===== src/tbv_pkg.sv =====
// package: constants for the trip, bypass and voting block
package tbv_pkg;
  // ====================
  // geometry
  localparam int NUM_CHANNELS = 12;
  localparam int NUM_DIVISIONS = 4;
  localparam int NUM_GROUPS = 4;
  localparam int CH_PER_DIV = 3;
  localparam int POWER_W = 16;
  localparam int VOTE_NEEDED = 2;
  // ====================
  // timing
  localparam longint CLK_HZ = 10000000;
  localparam longint RESET_INHIBIT_S = 10;
  localparam longint RESET_INHIBIT_CYCLES = RESET_INHIBIT_S * CLK_HZ;
  // ====================
  // register offsets (byte addresses)
  localparam logic [7:0] REG_CH_BYPASS = 8'h00;
  localparam logic [7:0] REG_DIV_BYPASS = 8'h04;
  localparam logic [7:0] REG_THRESH_NORMAL = 8'h08;
  localparam logic [7:0] REG_THRESH_NONCOINC = 8'h0c;
  localparam logic [7:0] REG_STATUS = 8'h10;
  localparam logic [7:0] REG_INT_STATUS = 8'h14;
  localparam logic [7:0] REG_INT_MASK = 8'h18;
  localparam logic [7:0] REG_DIV_POWER01 = 8'h1c;
  localparam logic [7:0] REG_DIV_POWER23 = 8'h20;
  localparam logic [7:0] REG_BYPASS_GRANT = 8'h24;
  // ====================
  // reset values
  localparam logic [15:0] THRESH_NORMAL_RST = 16'hc000;
  localparam logic [15:0] THRESH_NONCOINC_RST = 16'h4000;
  // ====================
  // interrupt status bit positions
  localparam int IRQ_SCRAM = 0;
  localparam int IRQ_BACKUP = 1;
  localparam int IRQ_LATCH_A = 2;
  localparam int IRQ_LATCH_B = 3;
  localparam int IRQ_BYP_REJECT = 4;
  localparam int IRQ_W = 5;
endpackage


===== src/tbv_inhibit_timer.sv =====
// module: per-division reset inhibit timer
module tbv_inhibit_timer #(
  parameter longint CYCLES = tbv_pkg::RESET_INHIBIT_CYCLES
) (
  // clock and reset
  input wire logic clk_i,
  input wire logic rst_i,
  // control
  input wire logic restart_i,
  output logic busy_o
);
  logic [31:0] count;

  // ====================
  // counter restarts on each new latch
  always_ff @(posedge clk_i) begin
    if (rst_i) begin
      count <= '0;
    end else if (restart_i) begin
      count <= 32'(CYCLES); // see RL19
    end else if (count != '0) begin
      count <= count - 32'h1;
    end
  end

  assign busy_o = (count != '0); // see RL17
endmodule


===== src/tbv_trip_voting.sv =====
// module: source-range bypass, divisional voting and sealed trip actuators
// Behaviour
// RL1: twelve channels map to four bypass groups, each a distinct subset
// RL2: at most one bypassed channel per group, so four at most
// RL3: divisional bypass removes one division's trip module entirely
// RL4: channel bypasses never stop two-out-of-four divisional voting
// RL5: source-range and average-power bypasses stay independent
// RL6: channel powers of a division are combined and averaged
// RL7: source-range trips act only while mode selector is not Run
// RL8: non-coincident mode uses lower upscale trip threshold
// RL9: source-range permissives go out to boron injection system
// RL10: failed unbypassed channel trips only its own division
// RL11: full scram needs divisional trips in two of four divisions
// RL12: bypassed channel gives no trip; others keep protecting
// RL13: both actuator divisions see all four divisions; two trip scram
// RL14: backup drivers energise air dump solenoids, voted two of four
// RL15: actuator divisions latch trips; manual reset clears its division
// RL16: reset ignored while a trip cause is still present
// RL17: all manual resets blocked ten seconds after a trip
// RL18: rod hydraulic unit scrams only with both solenoids de-energised
// RL19: inhibit interval counted on system clock, restarted per new latch
module tbv_trip_voting #(
  parameter longint INHIBIT_CYCLES = tbv_pkg::RESET_INHIBIT_CYCLES,
  parameter int POWER_W = tbv_pkg::POWER_W
) (
  // clock and reset
  input wire logic clk_i,
  input wire logic rst_i,
  // classic wishbone slave
  input wire logic cyc_i,
  input wire logic stb_i,
  input wire logic we_i,
  input wire logic [7:0] adr_i,
  input wire logic [3:0] sel_i,
  input wire logic [31:0] dat_i,
  output logic [31:0] dat_o,
  output logic ack_o,
  output logic irq_o,
  // channel inputs (from channel electronics)
  input wire logic [11:0] channel_fault_i,
  input wire logic [12*POWER_W-1:0] channel_power_i,
  // operator switches (pins)
  input wire logic [11:0] channel_bypass_sw_i,
  input wire logic [3:0] div_bypass_sw_i,
  input wire logic mode_run_i,
  input wire logic noncoincident_i,
  input wire logic [1:0] manual_reset_i,
  // outputs to actuators
  output logic [1:0] primary_trip_o,
  output logic [1:0] load_driver_energise_o,
  output logic backup_dump_energise_o,
  output logic [3:0] div_trip_o,
  output logic transient_permissive_o
);
  localparam int PW = POWER_W;

  // ====================
  // channel to division / group map
  // division d holds channels d, d+4, d+8; group g holds channels 3g..3g+2,
  // so each group spans three divisions and a group bypass never empties one
  function automatic logic [1:0] div_of(input int ch);
    return 2'(ch % 4);
  endfunction

  function automatic logic [1:0] group_of(input int ch);
    return 2'(ch / 3); // see RL1
  endfunction

  function automatic logic vote2(input logic [3:0] v);
    return (32'(v[0]) + 32'(v[1]) + 32'(v[2]) + 32'(v[3])) >= 32'(tbv_pkg::VOTE_NEEDED);
  endfunction

  // ====================
  // pin synchronisers
  logic [11:0] byp_s1, byp_s2;
  logic [3:0] dbyp_s1, dbyp_s2;
  logic [1:0] rst_s1, rst_s2;
  logic run_s1, run_s2, nc_s1, nc_s2;

  always_ff @(posedge clk_i) begin
    if (rst_i) begin
      byp_s1 <= '0;
      byp_s2 <= '0;
      dbyp_s1 <= '0;
      dbyp_s2 <= '0;
      rst_s1 <= '0;
      rst_s2 <= '0;
      run_s1 <= 1'b0;
      run_s2 <= 1'b0;
      nc_s1 <= 1'b0;
      nc_s2 <= 1'b0;
    end else begin
      byp_s1 <= channel_bypass_sw_i;
      byp_s2 <= byp_s1;
      dbyp_s1 <= div_bypass_sw_i;
      dbyp_s2 <= dbyp_s1;
      rst_s1 <= manual_reset_i;
      rst_s2 <= rst_s1;
      run_s1 <= mode_run_i;
      run_s2 <= run_s1;
      nc_s1 <= noncoincident_i;
      nc_s2 <= nc_s1;
    end
  end

  // ====================
  // registers
  logic [11:0] sw_bypass;
  logic [3:0] sw_div_bypass;
  logic [15:0] thresh_normal, thresh_noncoinc;
  logic [tbv_pkg::IRQ_W-1:0] int_status, int_mask;

  // ====================
  // channel bypass grant: first requester wins inside each group
  logic [11:0] bypass_req, bypass_grant, next_grant;
  logic byp_reject;
  assign bypass_req = byp_s2 | sw_bypass;

  always_comb begin
    logic [3:0] taken;
    taken = '0;
    next_grant = '0;
    byp_reject = 1'b0;
    for (int c = 0; c < 12; c++) begin
      if (bypass_req[c]) begin
        if (!taken[group_of(c)]) begin
          next_grant[c] = bypass_grant[c] | !(|(bypass_grant & bypass_req & grp_mask(c)));
          taken[group_of(c)] = next_grant[c];
        end
        if (!next_grant[c]) begin
          byp_reject = 1'b1; // see RL2
        end
      end
    end
  end

  function automatic logic [11:0] grp_mask(input int ch);
    logic [11:0] m;
    m = '0;
    for (int k = 0; k < 12; k++) begin
      m[k] = (group_of(k) == group_of(ch));
    end
    return m;
  endfunction

  // existing grants hold; a new one is taken only if the group is free
  always_ff @(posedge clk_i) begin
    if (rst_i) begin
      bypass_grant <= '0;
    end else begin
      bypass_grant <= next_grant; // see RL2
    end
  end

  // ====================
  // channel trips and divisional power
  logic [15:0] threshold;
  logic [11:0] chan_trip;
  logic [3:0] div_raw_trip, div_trip;
  logic [PW+1:0] div_sum [4];
  logic [PW-1:0] div_power [4];

  assign threshold = nc_s2 ? thresh_noncoinc : thresh_normal; // see RL8

  always_comb begin
    for (int c = 0; c < 12; c++) begin
      // bypassed channel neither trips nor votes; others carry on
      chan_trip[c] = !bypass_grant[c] && (channel_fault_i[c] ||
        (32'(channel_power_i[c*PW +: PW]) >= 32'(threshold))); // see RL12 RL10
    end
  end

  always_comb begin
    for (int d = 0; d < 4; d++) begin
      div_sum[d] = '0;
      div_raw_trip[d] = 1'b0;
    end
    for (int c = 0; c < 12; c++) begin
      div_sum[div_of(c)] = div_sum[div_of(c)] + (PW+2)'(channel_power_i[c*PW +: PW]); // see RL6
      div_raw_trip[div_of(c)] = div_raw_trip[div_of(c)] | chan_trip[c]; // see RL10
    end
  end

  // division power is the plain mean of its three channels
  always_ff @(posedge clk_i) begin
    if (rst_i) begin
      for (int d = 0; d < 4; d++) begin
        div_power[d] <= '0;
      end
    end else begin
      for (int d = 0; d < 4; d++) begin
        div_power[d] <= PW'(div_sum[d] / (PW+2)'(tbv_pkg::CH_PER_DIV)); // see RL6
      end
    end
  end

  // trips only outside Run; divisional bypass removes the whole division
  // only source-range bypasses feed this path, no average-power input exists
  assign div_trip = run_s2 ? 4'h0 : (div_raw_trip & ~(dbyp_s2 | sw_div_bypass)); // see RL7 RL3 RL5

  // ====================
  // voting and sealed-in actuators
  logic scram_vote;
  logic [1:0] seal, inhibit, reset_ok, latch_new;
  logic backup_seal;
  assign scram_vote = vote2(div_trip); // see RL11 RL4

  genvar a;
  generate
    for (a = 0; a < 2; a++) begin : g_act
      // reset accepted only with cause cleared and inhibit expired
      assign reset_ok[a] = rst_s2[a] && !scram_vote && !inhibit[a]; // see RL16 RL17
      assign latch_new[a] = scram_vote && !seal[a];

      tbv_inhibit_timer #(
        .CYCLES(INHIBIT_CYCLES)
      ) u_inhibit (
        .clk_i(clk_i),
        .rst_i(rst_i),
        .restart_i(latch_new[a]), // see RL19
        .busy_o(inhibit[a])
      );
    end
  endgenerate

  // one process owns both seal bits; each clears only on its own division's reset
  always_ff @(posedge clk_i) begin
    for (int k = 0; k < 2; k++) begin
      if (rst_i) begin
        seal[k] <= 1'b0;
      end else if (scram_vote) begin
        seal[k] <= 1'b1; // see RL13 RL15
      end else if (reset_ok[k]) begin
        seal[k] <= 1'b0; // see RL15
      end
    end
  end

  // backup scram stays sealed only while both actuator divisions are sealed
  always_ff @(posedge clk_i) begin
    if (rst_i) begin
      backup_seal <= 1'b0;
    end else if (scram_vote) begin
      backup_seal <= 1'b1; // see RL14
    end else if (reset_ok[0] || reset_ok[1]) begin
      backup_seal <= 1'b0;
    end
  end

  // ====================
  // outputs: primary solenoids de-energise to scram; rods need both off
  always_ff @(posedge clk_i) begin
    if (rst_i) begin
      primary_trip_o <= '0;
      load_driver_energise_o <= 2'b11;
      backup_dump_energise_o <= 1'b0;
      div_trip_o <= '0;
      transient_permissive_o <= 1'b0;
    end else begin
      primary_trip_o <= seal;
      load_driver_energise_o <= ~seal; // see RL18
      backup_dump_energise_o <= backup_seal; // see RL14
      div_trip_o <= div_trip;
      transient_permissive_o <= vote2(div_trip); // see RL9
    end
  end

  // ====================
  // interrupts: set wins over write-one clear
  logic [tbv_pkg::IRQ_W-1:0] irq_event;
  logic wr;
  assign wr = cyc_i && stb_i && we_i && !ack_o;
  assign irq_event = {byp_reject, latch_new[1], latch_new[0], backup_seal == 1'b0 && scram_vote,
                      scram_vote && !(seal[0] | seal[1])};

  always_ff @(posedge clk_i) begin
    if (rst_i) begin
      int_status <= '0;
    end else begin
      int_status <= (int_status & ~((wr && adr_i == tbv_pkg::REG_INT_STATUS && sel_i[0]) ?
                     dat_i[tbv_pkg::IRQ_W-1:0] : '0)) | irq_event;
    end
  end

  assign irq_o = |(int_status & int_mask);

  // ====================
  // wishbone register access, one registered ack per request, a cycle after the strobe
  always_ff @(posedge clk_i) begin
    if (rst_i) begin
      sw_bypass <= '0;
      sw_div_bypass <= '0;
      thresh_normal <= tbv_pkg::THRESH_NORMAL_RST;
      thresh_noncoinc <= tbv_pkg::THRESH_NONCOINC_RST;
      int_mask <= '0;
    end else if (wr) begin
      unique case (adr_i)
        tbv_pkg::REG_CH_BYPASS: begin
          if (sel_i[0]) sw_bypass[7:0] <= dat_i[7:0];
          if (sel_i[1]) sw_bypass[11:8] <= dat_i[11:8];
        end
        tbv_pkg::REG_DIV_BYPASS: begin
          if (sel_i[0]) sw_div_bypass <= dat_i[3:0];
        end
        tbv_pkg::REG_THRESH_NORMAL: begin
          if (sel_i[0]) thresh_normal[7:0] <= dat_i[7:0];
          if (sel_i[1]) thresh_normal[15:8] <= dat_i[15:8];
        end
        tbv_pkg::REG_THRESH_NONCOINC: begin
          if (sel_i[0]) thresh_noncoinc[7:0] <= dat_i[7:0];
          if (sel_i[1]) thresh_noncoinc[15:8] <= dat_i[15:8];
        end
        tbv_pkg::REG_INT_MASK: begin
          if (sel_i[0]) int_mask <= dat_i[tbv_pkg::IRQ_W-1:0];
        end
        default: begin
        end
      endcase
    end
  end

  always_ff @(posedge clk_i) begin
    if (rst_i) begin
      ack_o <= 1'b0;
      dat_o <= '0;
    end else begin
      ack_o <= cyc_i && stb_i && !ack_o;
      unique case (adr_i)
        tbv_pkg::REG_CH_BYPASS: dat_o <= {20'h0, sw_bypass};
        tbv_pkg::REG_DIV_BYPASS: dat_o <= {28'h0, sw_div_bypass};
        tbv_pkg::REG_THRESH_NORMAL: dat_o <= {16'h0, thresh_normal};
        tbv_pkg::REG_THRESH_NONCOINC: dat_o <= {16'h0, thresh_noncoinc};
        tbv_pkg::REG_STATUS: dat_o <= {19'h0, inhibit, backup_seal, seal, div_trip, 2'h0,
                                       run_s2, nc_s2};
        tbv_pkg::REG_INT_STATUS: dat_o <= {27'h0, int_status};
        tbv_pkg::REG_INT_MASK: dat_o <= {27'h0, int_mask};
        tbv_pkg::REG_DIV_POWER01: dat_o <= 32'({div_power[1], div_power[0]});
        tbv_pkg::REG_DIV_POWER23: dat_o <= 32'({div_power[3], div_power[2]});
        tbv_pkg::REG_BYPASS_GRANT: dat_o <= {20'h0, bypass_grant};
        default: dat_o <= '0;
      endcase
    end
  end
endmodule


===== config.mk =====
export PLATFORM = sky130hd
export DESIGN_NAME = tbv_trip_voting
export DESIGN_NICKNAME = d
export VERILOG_FILES = /design/src/tbv_pkg.sv /design/src/tbv_inhibit_timer.sv /design/src/tbv_trip_voting.sv
export SDC_FILE = /design/constraint.sdc
export NUM_CORES = 1
export LEC_CHECK = 0
export ABC_AREA = 1
export ABC_CLOCK_PERIOD_IN_PS = 11050
export BUFFER_PORTS_ARGS = -buffer_cell sky130_fd_sc_hd__buf_2
export CAP_MARGIN = 25
export CORE_MARGIN = 2
export CORE_UTILIZATION = 27
export DETAILED_ROUTE_END_ITERATION = 10
export PLACE_DENSITY = 0.41
export SYNTH_ARGS = -nofsm -noshare
export SYNTH_HDL_FRONTEND = slang
export SYNTH_SLANG_ARGS = --single-unit
export TNS_END_PERCENT = 1

===== constraint.sdc =====
create_clock -name clk_i -period 11.05 [get_ports clk_i]
set_input_delay 1.105 -clock clk_i [delete_from_list [all_inputs] [get_ports clk_i]]
set_output_delay 1.105 -clock clk_i [all_outputs]
set_load 0.005 [all_outputs]

# Yosys cells after proc, flatten, opt, wreduce, memory -nomap -nowiden
# Memories as Yosys holds them, arrays and structs flattened.
# Cells that the tools add are included.
# word_totals
ram_bits	64
reg_bits	220
elab_cells	307
inputBits	273
mem_count	1
out_inout_bits	44
# memory_table
name	words	width	read_ports	rd_clocked_by_memory_dff	wr	line	rtl
div_power	4	16	4	0	4	tbv_trip_voting.sv:161	logic [PW-1:0] div_power [4];
# classes
n_reduce_logical	97
div_mod_pow	4
n_lt_le_gt_ge	13
n_addsub	13
n_eq_ne	9
muxes	77
bitwise_logic	48
# ops
cell	count
32-bit case mux with 10 select lines	1
16-bit greater-or-equal comparator	12
27-bit two-way mux	4
16-bit two-way mux	5
17-bit by 16-bit adder with 18-bit output	4
18-bit by 2-bit divider with 18-bit output, second input constant	4
16-bit by 16-bit adder with 17-bit output	4
1-bit two-way mux	65
32-bit nonzero test	2
32-bit by 1-bit subtractor with 32-bit output, second input constant	2
8-bit by 5-bit == test with 1-bit output, second input constant	4
2-bit OR reduction	14
1-bit logical AND	26
1-bit bitwise OR	25
3-bit AND reduction	8
1-bit logical NOT	23
8-bit by 4-bit == test with 1-bit output, second input constant	2
8-bit by 6-bit == test with 1-bit output, second input constant	2
1-bit logical OR	13
1-bit inverter	13
12-bit bitwise AND	1
12-bit bitwise OR	1
3-bit OR reduction	4
5-bit bitwise AND	2
16 further kinds	20

# Longest topological paths before layout
# Gate-level depths: netlist (run 1).
# depth
ltp_word	31
mapped_depth	63
ltp_nobuf	63

# Hierarchy
# Synthesis (run 1) repeated with hierarchy kept, for this count alone.
# hier_totals
hier_cells	3359
area_unflattened_um2	23467.5
# by_module_without_submodules
module	cells_each	n_inst	seq_area_each_um2	area_per_inst_um2
tbv_trip_voting	2757	1	4404.2	19443.6
tbv_inhibit_timer	301	2	640.6	2011.9

# Least setup slack after synthesis (run 1)
# No wires, ideal clock.
# synth_timing
kind	in2reg
start	input channel_power_i[1]
end	memory div_power[0][0] in the netlist's numbering
t_arrival_ns	6.697
path_buffers	0
path_stages	53
required_time_ns	10.922
path_slack_ns	4.225
path_cell_list	inv_1 -> fa_1 -> inv_1 -> ha_1 -> inv_1 -> fa_1 -> nand3b_1 -> nand2_1 -> nand4_1 -> nand2_1 -> nand2_1 -> nand2_1 -> nand3_1 -> nand2_1 -> xor2_1 -> inv_1 -> o21ai_1 -> nand2_1 -> [... 17 more ...] -> inv_1 -> nand3_2 -> nand2_1 -> nand2_1 -> nand3_2 -> nand2_1 -> nand2_1 -> nand2_1 -> inv_1 -> ha_1 -> inv_1 -> nand3_1 -> nand2_1 -> inv_2 -> nand2_1 -> nand3_1 -> nor2_1 -> nor2_1
# synth_rtl
element	line	rtl
start: declaration	tbv_trip_voting.sv:41	input wire logic [12*POWER_W-1:0] channel_power_i,
end: declaration	tbv_trip_voting.sv:161	

# Final worst setup path (run 1)
# layout_timing
start	register nc_s2
end	register g_act[1].u_inhibit.count[11]
# layout_via
elab_chain_len	14
elab_cells_between_ends	53
# layout_rtl
element	line	rtl
start: declaration	tbv_trip_voting.sv:78	logic run_s1, run_s2, nc_s1, nc_s2;
start signal: assignment	tbv_trip_voting.sv:102	nc_s2 <= nc_s1;
16-bit two-way mux (*)	tbv_trip_voting.sv:163	assign threshold = nc_s2 ? thresh_noncoinc : thresh_normal;
16-bit greater-or-equal comparator	tbv_trip_voting.sv:169	(32'(channel_power_i[c*PW +: PW]) >= 32'(threshold)));
1-bit logical OR	tbv_trip_voting.sv:168	chan_trip[c] = !bypass_grant[c] && (channel_fault_i[c] ||
1-bit logical AND	tbv_trip_voting.sv:168	
1-bit bitwise OR (2 in a row)	tbv_trip_voting.sv:180	div_raw_trip[div_of(c)] = div_raw_trip[div_of(c)] | chan_trip[c];
4-bit bitwise AND (*)	tbv_trip_voting.sv:199	assign div_trip = run_s2 ? 4'h0 : (div_raw_trip & ~(dbyp_s2 | sw_div_bypass));
4-bit two-way mux (*)	tbv_trip_voting.sv:199	
1-bit by 1-bit adder with 2-bit output	tbv_trip_voting.sv:70	return (32'(v[0]) + 32'(v[1]) + 32'(v[2]) + 32'(v[3])) >= 32'(tbv_pkg::VOTE_NEEDED);
2-bit by 1-bit adder with 3-bit output	tbv_trip_voting.sv:70	
3-bit by 1-bit adder with 4-bit output (*)	tbv_trip_voting.sv:70	
4-bit by 2-bit greater-or-equal comparator with 1-bit output (*)	tbv_trip_voting.sv:70	
1-bit logical AND (*)	tbv_trip_voting.sv:213	assign latch_new[a] = scram_vote && !seal[a];
2-bit OR reduction (no source line) (*)	--	
end signal: assignment	tbv_inhibit_timer.sv:20	count <= 32'(CYCLES);
end signal: assignment	tbv_inhibit_timer.sv:22	count <= count - 32'h1;
end: declaration	tbv_inhibit_timer.sv:12	logic [31:0] count;
# Every way passes the cells marked *; elsewhere a longest branch is shown, timed or not.
# A chain may end at the register's enable or synchronous reset.

==> summary.md, run 1 <==
| Metric | Value |
|---|---|
| TritonRoute pass-1 iters | `6` |
| Final hold slack | `0.398 ns` |
| Clock Tree Buf Depth | `3` |
| Hold Vio Cnt, Final | `0` |
| Buffer count from post-CTS setup fixing | `0` |
| Switching Share | `48.9%` |
| P_int | `0.00326 W` |
| Full die area | `86500 um^2` |
| Crit-path slowest cell | `nand2_1` |
| Via count | `21.5k` |
| Dpl hpwl | `67100 um` |
| Met3 global-route usage | `3.15%` |
| Crit path launch type | `register` |
| Area Overhead vs Synth | `18.3%` |
| Resize count post-CTS | `0` |
| Number of synthesized register bits | `284` |
| Routed WL | `81600 um` |
| Met2 Use GR | `31.2%` |
| GP Congestion | `0.847` |
| Post-synthesis async set-or-reset flop share | `0%` |
| CTS tree | `yes` |
| Final WS setup | `3.75 ns` |
| Met1 GRT Util | `25.1%` |
| Remaining antenna violation count | `0` |
| Setup violators final | `0` |
| Commonest non-fill, non-tap cell in the layout | `nand2_1` |
| Register area share after synthesis | `25.0%` |
| Reg power frac | `20.4%` |
| Least-Margin Pin Slew | `0.839 ns` |
| Worst-path clk slew | `0.06 ns` |
| First DRT Iteration DRCs | `1065` |
| Mapped cell area | `22700 um^2` |
| Crit end category | `register` |
| Critical path buffer and inverter count | `5` |
| Clock share of power | `18.9%` |
| DRC viols | `0` |
| Num CTS Buffers | `35` |
| Clock skew | `0.0275 ns` |
| CTS H-Tree Depth | `2` |
| Mux contribution to synthesized area | `0.220%` |
| DR vias/cell | `4.64` |
| Power per cell area | `237 nW/um^2` |
| GRT busiest layer | `met2` |
| NetSw | `0.00312 W` |
| Max Slew Vio Count | `0` |
| WL/cell | `17.7 um` |
| Rel. slew slack | `42.6%` |
| GRT Util Overall | `18.7%` |
| Synth Net Count | `3797` |
| Initial core utilization | `27.2%` |
| Crit path kind | `register to register` |
| Worst min-delay path class | `register to register` |
| CORE AREA | `83400 um^2` |
| Post-Synth Adder-Cell Area | `20.3%` |
| Largest family of logic cells by synthesized area | `simple AND/OR/NAND/NOR gates` |
| Site row count | `106` |
| Slowest Stage Delay on Critical Path | `0.69 ns` |
| RR Startpoint | `nc_s2` |
| Crit-path max FO | `29` |
| Syn. warnings | `0` |
| VDD IR max | `0.119 mV` |
| Crit path launch | `nc_s2` |
| CP dominant cell by count | `o21a_1` |
| Comb power frac | `60.7%` |
| Remaining Overflow, GRT | `0` |
| Simple-gate share of the synthesized area | `26.0%` |
| MaxCap Viol Count | `0` |
| Post-place setup slack | `3.26 ns` |
| Status | `completed` |
| Hold path startpoint | `byp_s1[11]` |
| First-pass GRT wire length | `124000 um` |
| Netlist cell types | `57` |
| Leakage | `13.2 nW` |
| Sink Count | `284` |
| Most frequent cells in the layout | `659 x nand2_1, 453 x inv_1, 307 x nor2_1` |
| Crit-path leading delay family | `compound AO/OA/AOI/OAI gates` |
| Post-layout nets | `4112` |
| RSZ-0062 raised after global routing | `no` |
| Initial antenna violation count | `19` |
| Root buf cell | `clkbuf_16` |
| Pin count of the biggest net entering global routing | `62` |
| Final critical-path share of the clock period | `66.0%` |
| Synth Instances | `3197` |
| Number of synthesized flops with an enable pin | `0` |
| Post-synthesis compound-gate area fraction | `16.5%` |
| Share of cells above drive strength 1 | `16.7%` |
| Number of global-route vias before repair | `21.2k` |
| CP required | `11.45 ns` |
| Syn Area/Cell | `7.10 um^2` |
| FILL cells | `9139` |
| Num ports | `317` |
| Max frequency | `0.137 GHz` |
| Total negative slack | `0 ns` |
| Later-pin clock latency in the skew report | `0.56 ns` |
| CP arrival | `7.70 ns` |
| Post-synth top flop | `dfxtp_1` |
| Hold_buf cts | `0` |
| Tmin final | `7.30 ns` |
| Die X | `294 um` |
| Synth Area in XOR/XNOR | `2.97%` |
| Port Buffers | `298` |
| DIE HEIGHT | `294 um` |
## worst min-delay path: stages (launching register included)
cell and delay, ns:
dfxtp_1 0.29, inv_1 0.04, nor2_1 0.03
## layer usage
layer  routed length (um)  share of wire [%]
met1                38600                 47
met2                37200                 46
met3                 3980                4.9
met4                 1710                2.1
met5                  113               0.14
## Yosys cell counts (6+ instances only)
| master | instances | area (um^2) |
|---|---|---|
| o22ai_1 | 15 | 93.8 |
| nand3_1 | 143 | 716 |
| nand2_2 | 55 | 344 |
| a211oi_1 | 15 | 113 |
| o21a_1 | 42 | 315 |
| fa_1 | 69 | 1380 |
| a31o_2 | 6 | 52.6 |
| nand4_1 | 30 | 188 |
| a31oi_1 | 11 | 68.8 |
| a21o_1 | 11 | 82.6 |
| a2111oi_0 | 6 | 52.6 |
| clkbuf_1 | 43 | 161 |
| o31ai_1 | 9 | 67.6 |
| a221oi_1 | 10 | 87.6 |
| xor2_1 | 56 | 490 |
| nand2_1 | 659 | 2470 |
| o21bai_2 | 6 | 67.6 |
| nand3b_1 | 6 | 45.0 |
| o21ai_0 | 109 | 546 |
| dfxtp_1 | 284 | 5690 |
| a21oi_1 | 269 | 1350 |
| o21ai_1 | 35 | 175 |
| nor2_1 | 307 | 1150 |
| nand3_2 | 46 | 460 |
| nor3_1 | 55 | 275 |
| nor4_1 | 17 | 106 |
| a21boi_0 | 13 | 97.6 |
| inv_2 | 36 | 135 |
| ha_1 | 258 | 3230 |
| xnor2_1 | 21 | 184 |
| inv_1 | 453 | 1700 |
| o21ai_2 | 32 | 280 |
## state kept, by name, indices dropped and copies added, names as in the netlist, 5 cells and up
signal                 count
byp_s2                    12
dat_o                     32
div_power                 64
byp_s1                    12
g_act.u_inhibit.count     64
bypass_grant              12
int_mask                   5
thresh_normal             16
sw_bypass                 12
thresh_noncoinc           16
int_status                 5
## cell families (layout without fill, tap and decap cells)
logic type / Yosys count / count (layout)
XOR/XNOR: 77 / 77
adder cells (fa/ha/maj): 327 / 327
buffers and inverters: 541 / 879
flip-flops: 284 / 284
multiplexers: 5 / 5
other: 0 / 5
AND/OR/NAND/NOR: 1339 / 1339
AO/OA/AOI/OAI: 624 / 624
## power groups by stage
stage | registers, W | logic (W) | clock network [W]
global route | 0.00132 | 0.00450 | 0.00128
floorplan | 0.00128 | 0.00313 | 0
detailed placement | 0.00132 | 0.00387 | 0
finish | 0.00130 | 0.00387 | 0.00121
global placement | 0.00132 | 0.00389 | 0
CTS | 0.00130 | 0.00389 | 0.00125
## through the flow
| step | instance area (um^2) | instances | utilization [%] | total power [W] |
|---|---|---|---|---|
| 2_1_floorplan | 22700 | 3197 | - | 0.00441 |
| 3_3_place_gp | 25700 | 4554 | 30.8 | 0.00521 |
| 3_5_place_dp | 25700 | 4555 | 30.8 | 0.00519 |
| 4_1_cts | 26900 | 4615 | 32.2 | 0.00645 |
| 5_1_grt | 26900 | 4616 | 32.2 | 0.00710 |
| 6_report | 26900 | 4620 | 32.2 | 0.00638 |
## final cells by class
class,count,area [um^2],area share [%]
clock inverter,17,239,0.890
inverter,493,1850,6.89
clock buffer,43,956,3.56
tap,1080,1350,5.03
timing repair buffer,326,1710,6.35
multi-input combinational,2372,15100,56.1
sequential,284,5690,21.2
antenna,5,12.5,0.0466
## path summary, 6_finish.rpt
check                                                     to  slack, ns  cells after the start
worst min-delay path                              byp_s2[11]       0.40                      2
worst min register to register                    byp_s2[11]       0.40                      2
worst max-delay path            g_act[1].u_inhibit.count[11]       3.75                     28
worst max register to register  g_act[1].u_inhibit.count[11]       3.75                     28
Note: power is estimated with default switching activity, not from simulation.
==> inputs of run 2 (changes only) <==
- ABC_CLOCK_PERIOD_IN_PS: 11050 -> 7570
- clock period: 11.05 -> 7.57 ns (I/O delays scaled with it)
==> run 2 against run 1 <==
Against the previous run: clock skew down 0.0039 ns; wire length down 0.22%; non-clock buffer count up 8; combinational power up 47%; critical path type is now input port to register; largest power group unchanged.
==> summary.md, run 2 (same netlist as run 1, synthesis figures left out) <==
| Metric | Value |
|---|---|
| Final WS setup | `0.761 ns` |
| DIE HEIGHT | `294 um` |
| Area of the multi-input gates | `15100 um^2` |
| Pin count of the biggest net entering global routing | `69` |
| Number of global-route vias before repair | `21.2k` |
| Slowest Stage Delay on Critical Path | `0.46 ns` |
| Worst setup path end | `div_power[0][0]` |
| RR Startpoint | `nc_s2` |
| Hold_buf cts | `0` |
| Crit path launch type | `input port` |
| Area Overhead vs Synth | `18.7%` |
| Full die area | `86500 um^2` |
| Power per cell area | `346 nW/um^2` |
| CP required | `7.98 ns` |
| Num CTS Buffers | `35` |
| Status | `completed` |
| CORE AREA | `83400 um^2` |
| Critical path buffer and inverter count | `9` |
| NetSw | `0.00454 W` |
| Crit-path max FO | `5` |
| Via count | `21.3k` |
| Worst-case reg-to-reg path depth | `28` |
| Initial core utilization | `27.2%` |
| Design area | `27000 um^2` |
| Placed Cells | `4563` |
| Dpl hpwl | `67300 um` |
| Share of cells above drive strength 1 | `17.0%` |
| CTS H-Tree Depth | `2` |
| VDD IR max | `0.176 mV` |
| Total power | `0.00932 W` |
| Most frequent cells in the layout | `656 x nand2_1, 453 x inv_1, 307 x nor2_1` |
| Largest registers | `div_power x64, g_act.u_inhibit.count x64, dat_o x32` |
| Crit-path slowest cell | `fa_1` |
| Crit path kind | `input port to register` |
| Worst reg2reg endpoint | `g_act[1].u_inhibit.count[11]` |
| Num ports | `317` |
| Post-layout nets | `4120` |
| Sink Count | `284` |
| Setup slack, reg-to-reg | `1.26 ns` |
| Dpl cell area | `25700 um^2` |
| Die X | `294 um` |
| DR vias/cell | `4.59` |
| Root buf cell | `clkbuf_16` |
| Max frequency | `0.147 GHz` |
| Worst-path clk slew | `0.06 ns` |
| Switching Share | `48.7%` |
| GRT Util Overall | `18.7%` |
| Tmin final | `6.81 ns` |
| Remaining Overflow, GRT | `0` |
| Remaining antenna violation count | `0` |
| Non-Filler Instances | `4627` |
| Total negative slack | `0 ns` |
| Leakage | `13.2 nW` |
| Post-place setup slack | `0.222 ns` |
| FILL cells | `9088` |
| Crit-path leading delay family | `simple AND/OR/NAND/NOR gates` |
| Final critical-path share of the clock period | `90.0%` |
| Crit path launch | `channel_power_i[1]` |
| CP Depth | `61` |
| MaxCap Viol Count | `0` |
| Later-pin clock latency in the skew report | `0.55 ns` |
| Least-Margin Pin Slew | `0.998 ns` |
| Hold Vio Cnt, Final | `0` |
| RSZ-0062 raised after global routing | `yes` |
| Clock share of power | `18.8%` |
| CTS tree | `yes` |
| First DRT Iteration DRCs | `1058` |
| Commonest non-fill, non-tap cell in the layout | `nand2_1` |
| Clock Tree Buf Depth | `3` |
| Port Buffers | `298` |
| CP dominant cell by count | `nand2_1` |
| DRC viols | `0` |
| P_int | `0.00478 W` |
| Setup violators final | `0` |
| Reg power frac | `20.4%` |
| Rel. slew slack | `33.5%` |
| Routed WL | `81500 um` |
| GP Congestion | `0.824` |
| Comb power frac | `60.8%` |
| Max Slew Vio Count | `0` |
| Worst min-delay path class | `register to register` |
| Clock skew | `0.0236 ns` |
| TritonRoute pass-1 iters | `5` |
| Crit end category | `register` |
| Initial antenna violation count | `17` |
| CP arrival | `7.22 ns` |
| Site row count | `106` |
| First-pass GRT wire length | `124000 um` |
| WL/cell | `17.6 um` |
| FF+latch area | `5690 um^2` |
==> run 2: changes by cell type in the layout (fill, tap and decap cells not counted), moves of 2 or more <==
cell	delta
clkinv_2	-3
nand2_2	+3
buf_4	+8
nand2_1	-3
inv_6	-2
clkbuf_1	+3
clkinv_4	+2
==> run 2: layout make-up <==
class | count | area share [%]
multi-input combinational | 2372 | 56.0
sequential | 284 | 21.1
inverter | 493 | 6.86
timing repair buffer | 334 | 6.60
tap | 1080 | 5.01
clock buffer | 47 | 3.64
clock inverter | 13 | 0.733
antenna | 4 | 0.0371
==> run 2: how the worst min path moves through the flow <==
stage | start | endpoint | slack [ns] | cells after the start
after detailed placement | byp_s1[1] | byp_s2[1] | 0.40 | 2
after floorplan | byp_s1[0] | byp_s2[0] | 0.39 | 2
final | dbyp_s1[3] | dbyp_s2[3] | 0.40 | 2
after CTS | channel_bypass_sw_i[7] | byp_s1[7] | 0.39 | 3
after global routing | manual_reset_i[1] | rst_s1[1] | 0.41 | 3
after global placement | dbyp_s1[3] | dbyp_s2[3] | 0.40 | 2
==> run 2: repair_timing <==
action,CTS,global route
setup endpoints to repair,0,2
gates resized for setup,0,6
buffers inserted,0,0
==> run 2: stage by stage <==
step           hold slack, ns  utilization [%]
5_1_grt                 0.409             32.3
4_1_cts                 0.387             32.3
2_1_floorplan           0.388                -
6_report                0.401             32.3
3_5_place_dp            0.399             30.9
3_3_place_gp            0.400             30.9
==> run 2: worst register-to-register path, delay by kind of cell, from the launching register on <==
| family | cells | cell delay [ns] |
|---|---|---|
| compound gates | 11 | 2.69 |
| fa+ha+maj | 2 | 0.67 |
| flops | 1 | 0.56 |
| buf+inv | 5 | 0.71 |
| simple gates | 10 | 1.55 |
==> run 2: power groups by stage <==
stage | clock (W) | sequential [W] | combinational, W
3_3_place_gp | 0 | 0.00193 | 0.00567
4_1_cts | 0.00181 | 0.00190 | 0.00568
5_1_grt | 0.00186 | 0.00193 | 0.00655
6_report | 0.00175 | 0.00190 | 0.00567
3_5_place_dp | 0 | 0.00193 | 0.00564
2_1_floorplan | 0 | 0.00187 | 0.00457
==> run 2: per-layer routing <==
layer / vias up / part of all wire (%) / track usage, %
met2: 359 / 46 / 31.4
met1: 9633 / 47 / 24.9
met3: 72 / 5.0 / 2.90
met5: - / 0.083 / 0
li1: 11200 / - / -
met4: 12 / 2.3 / 4.54
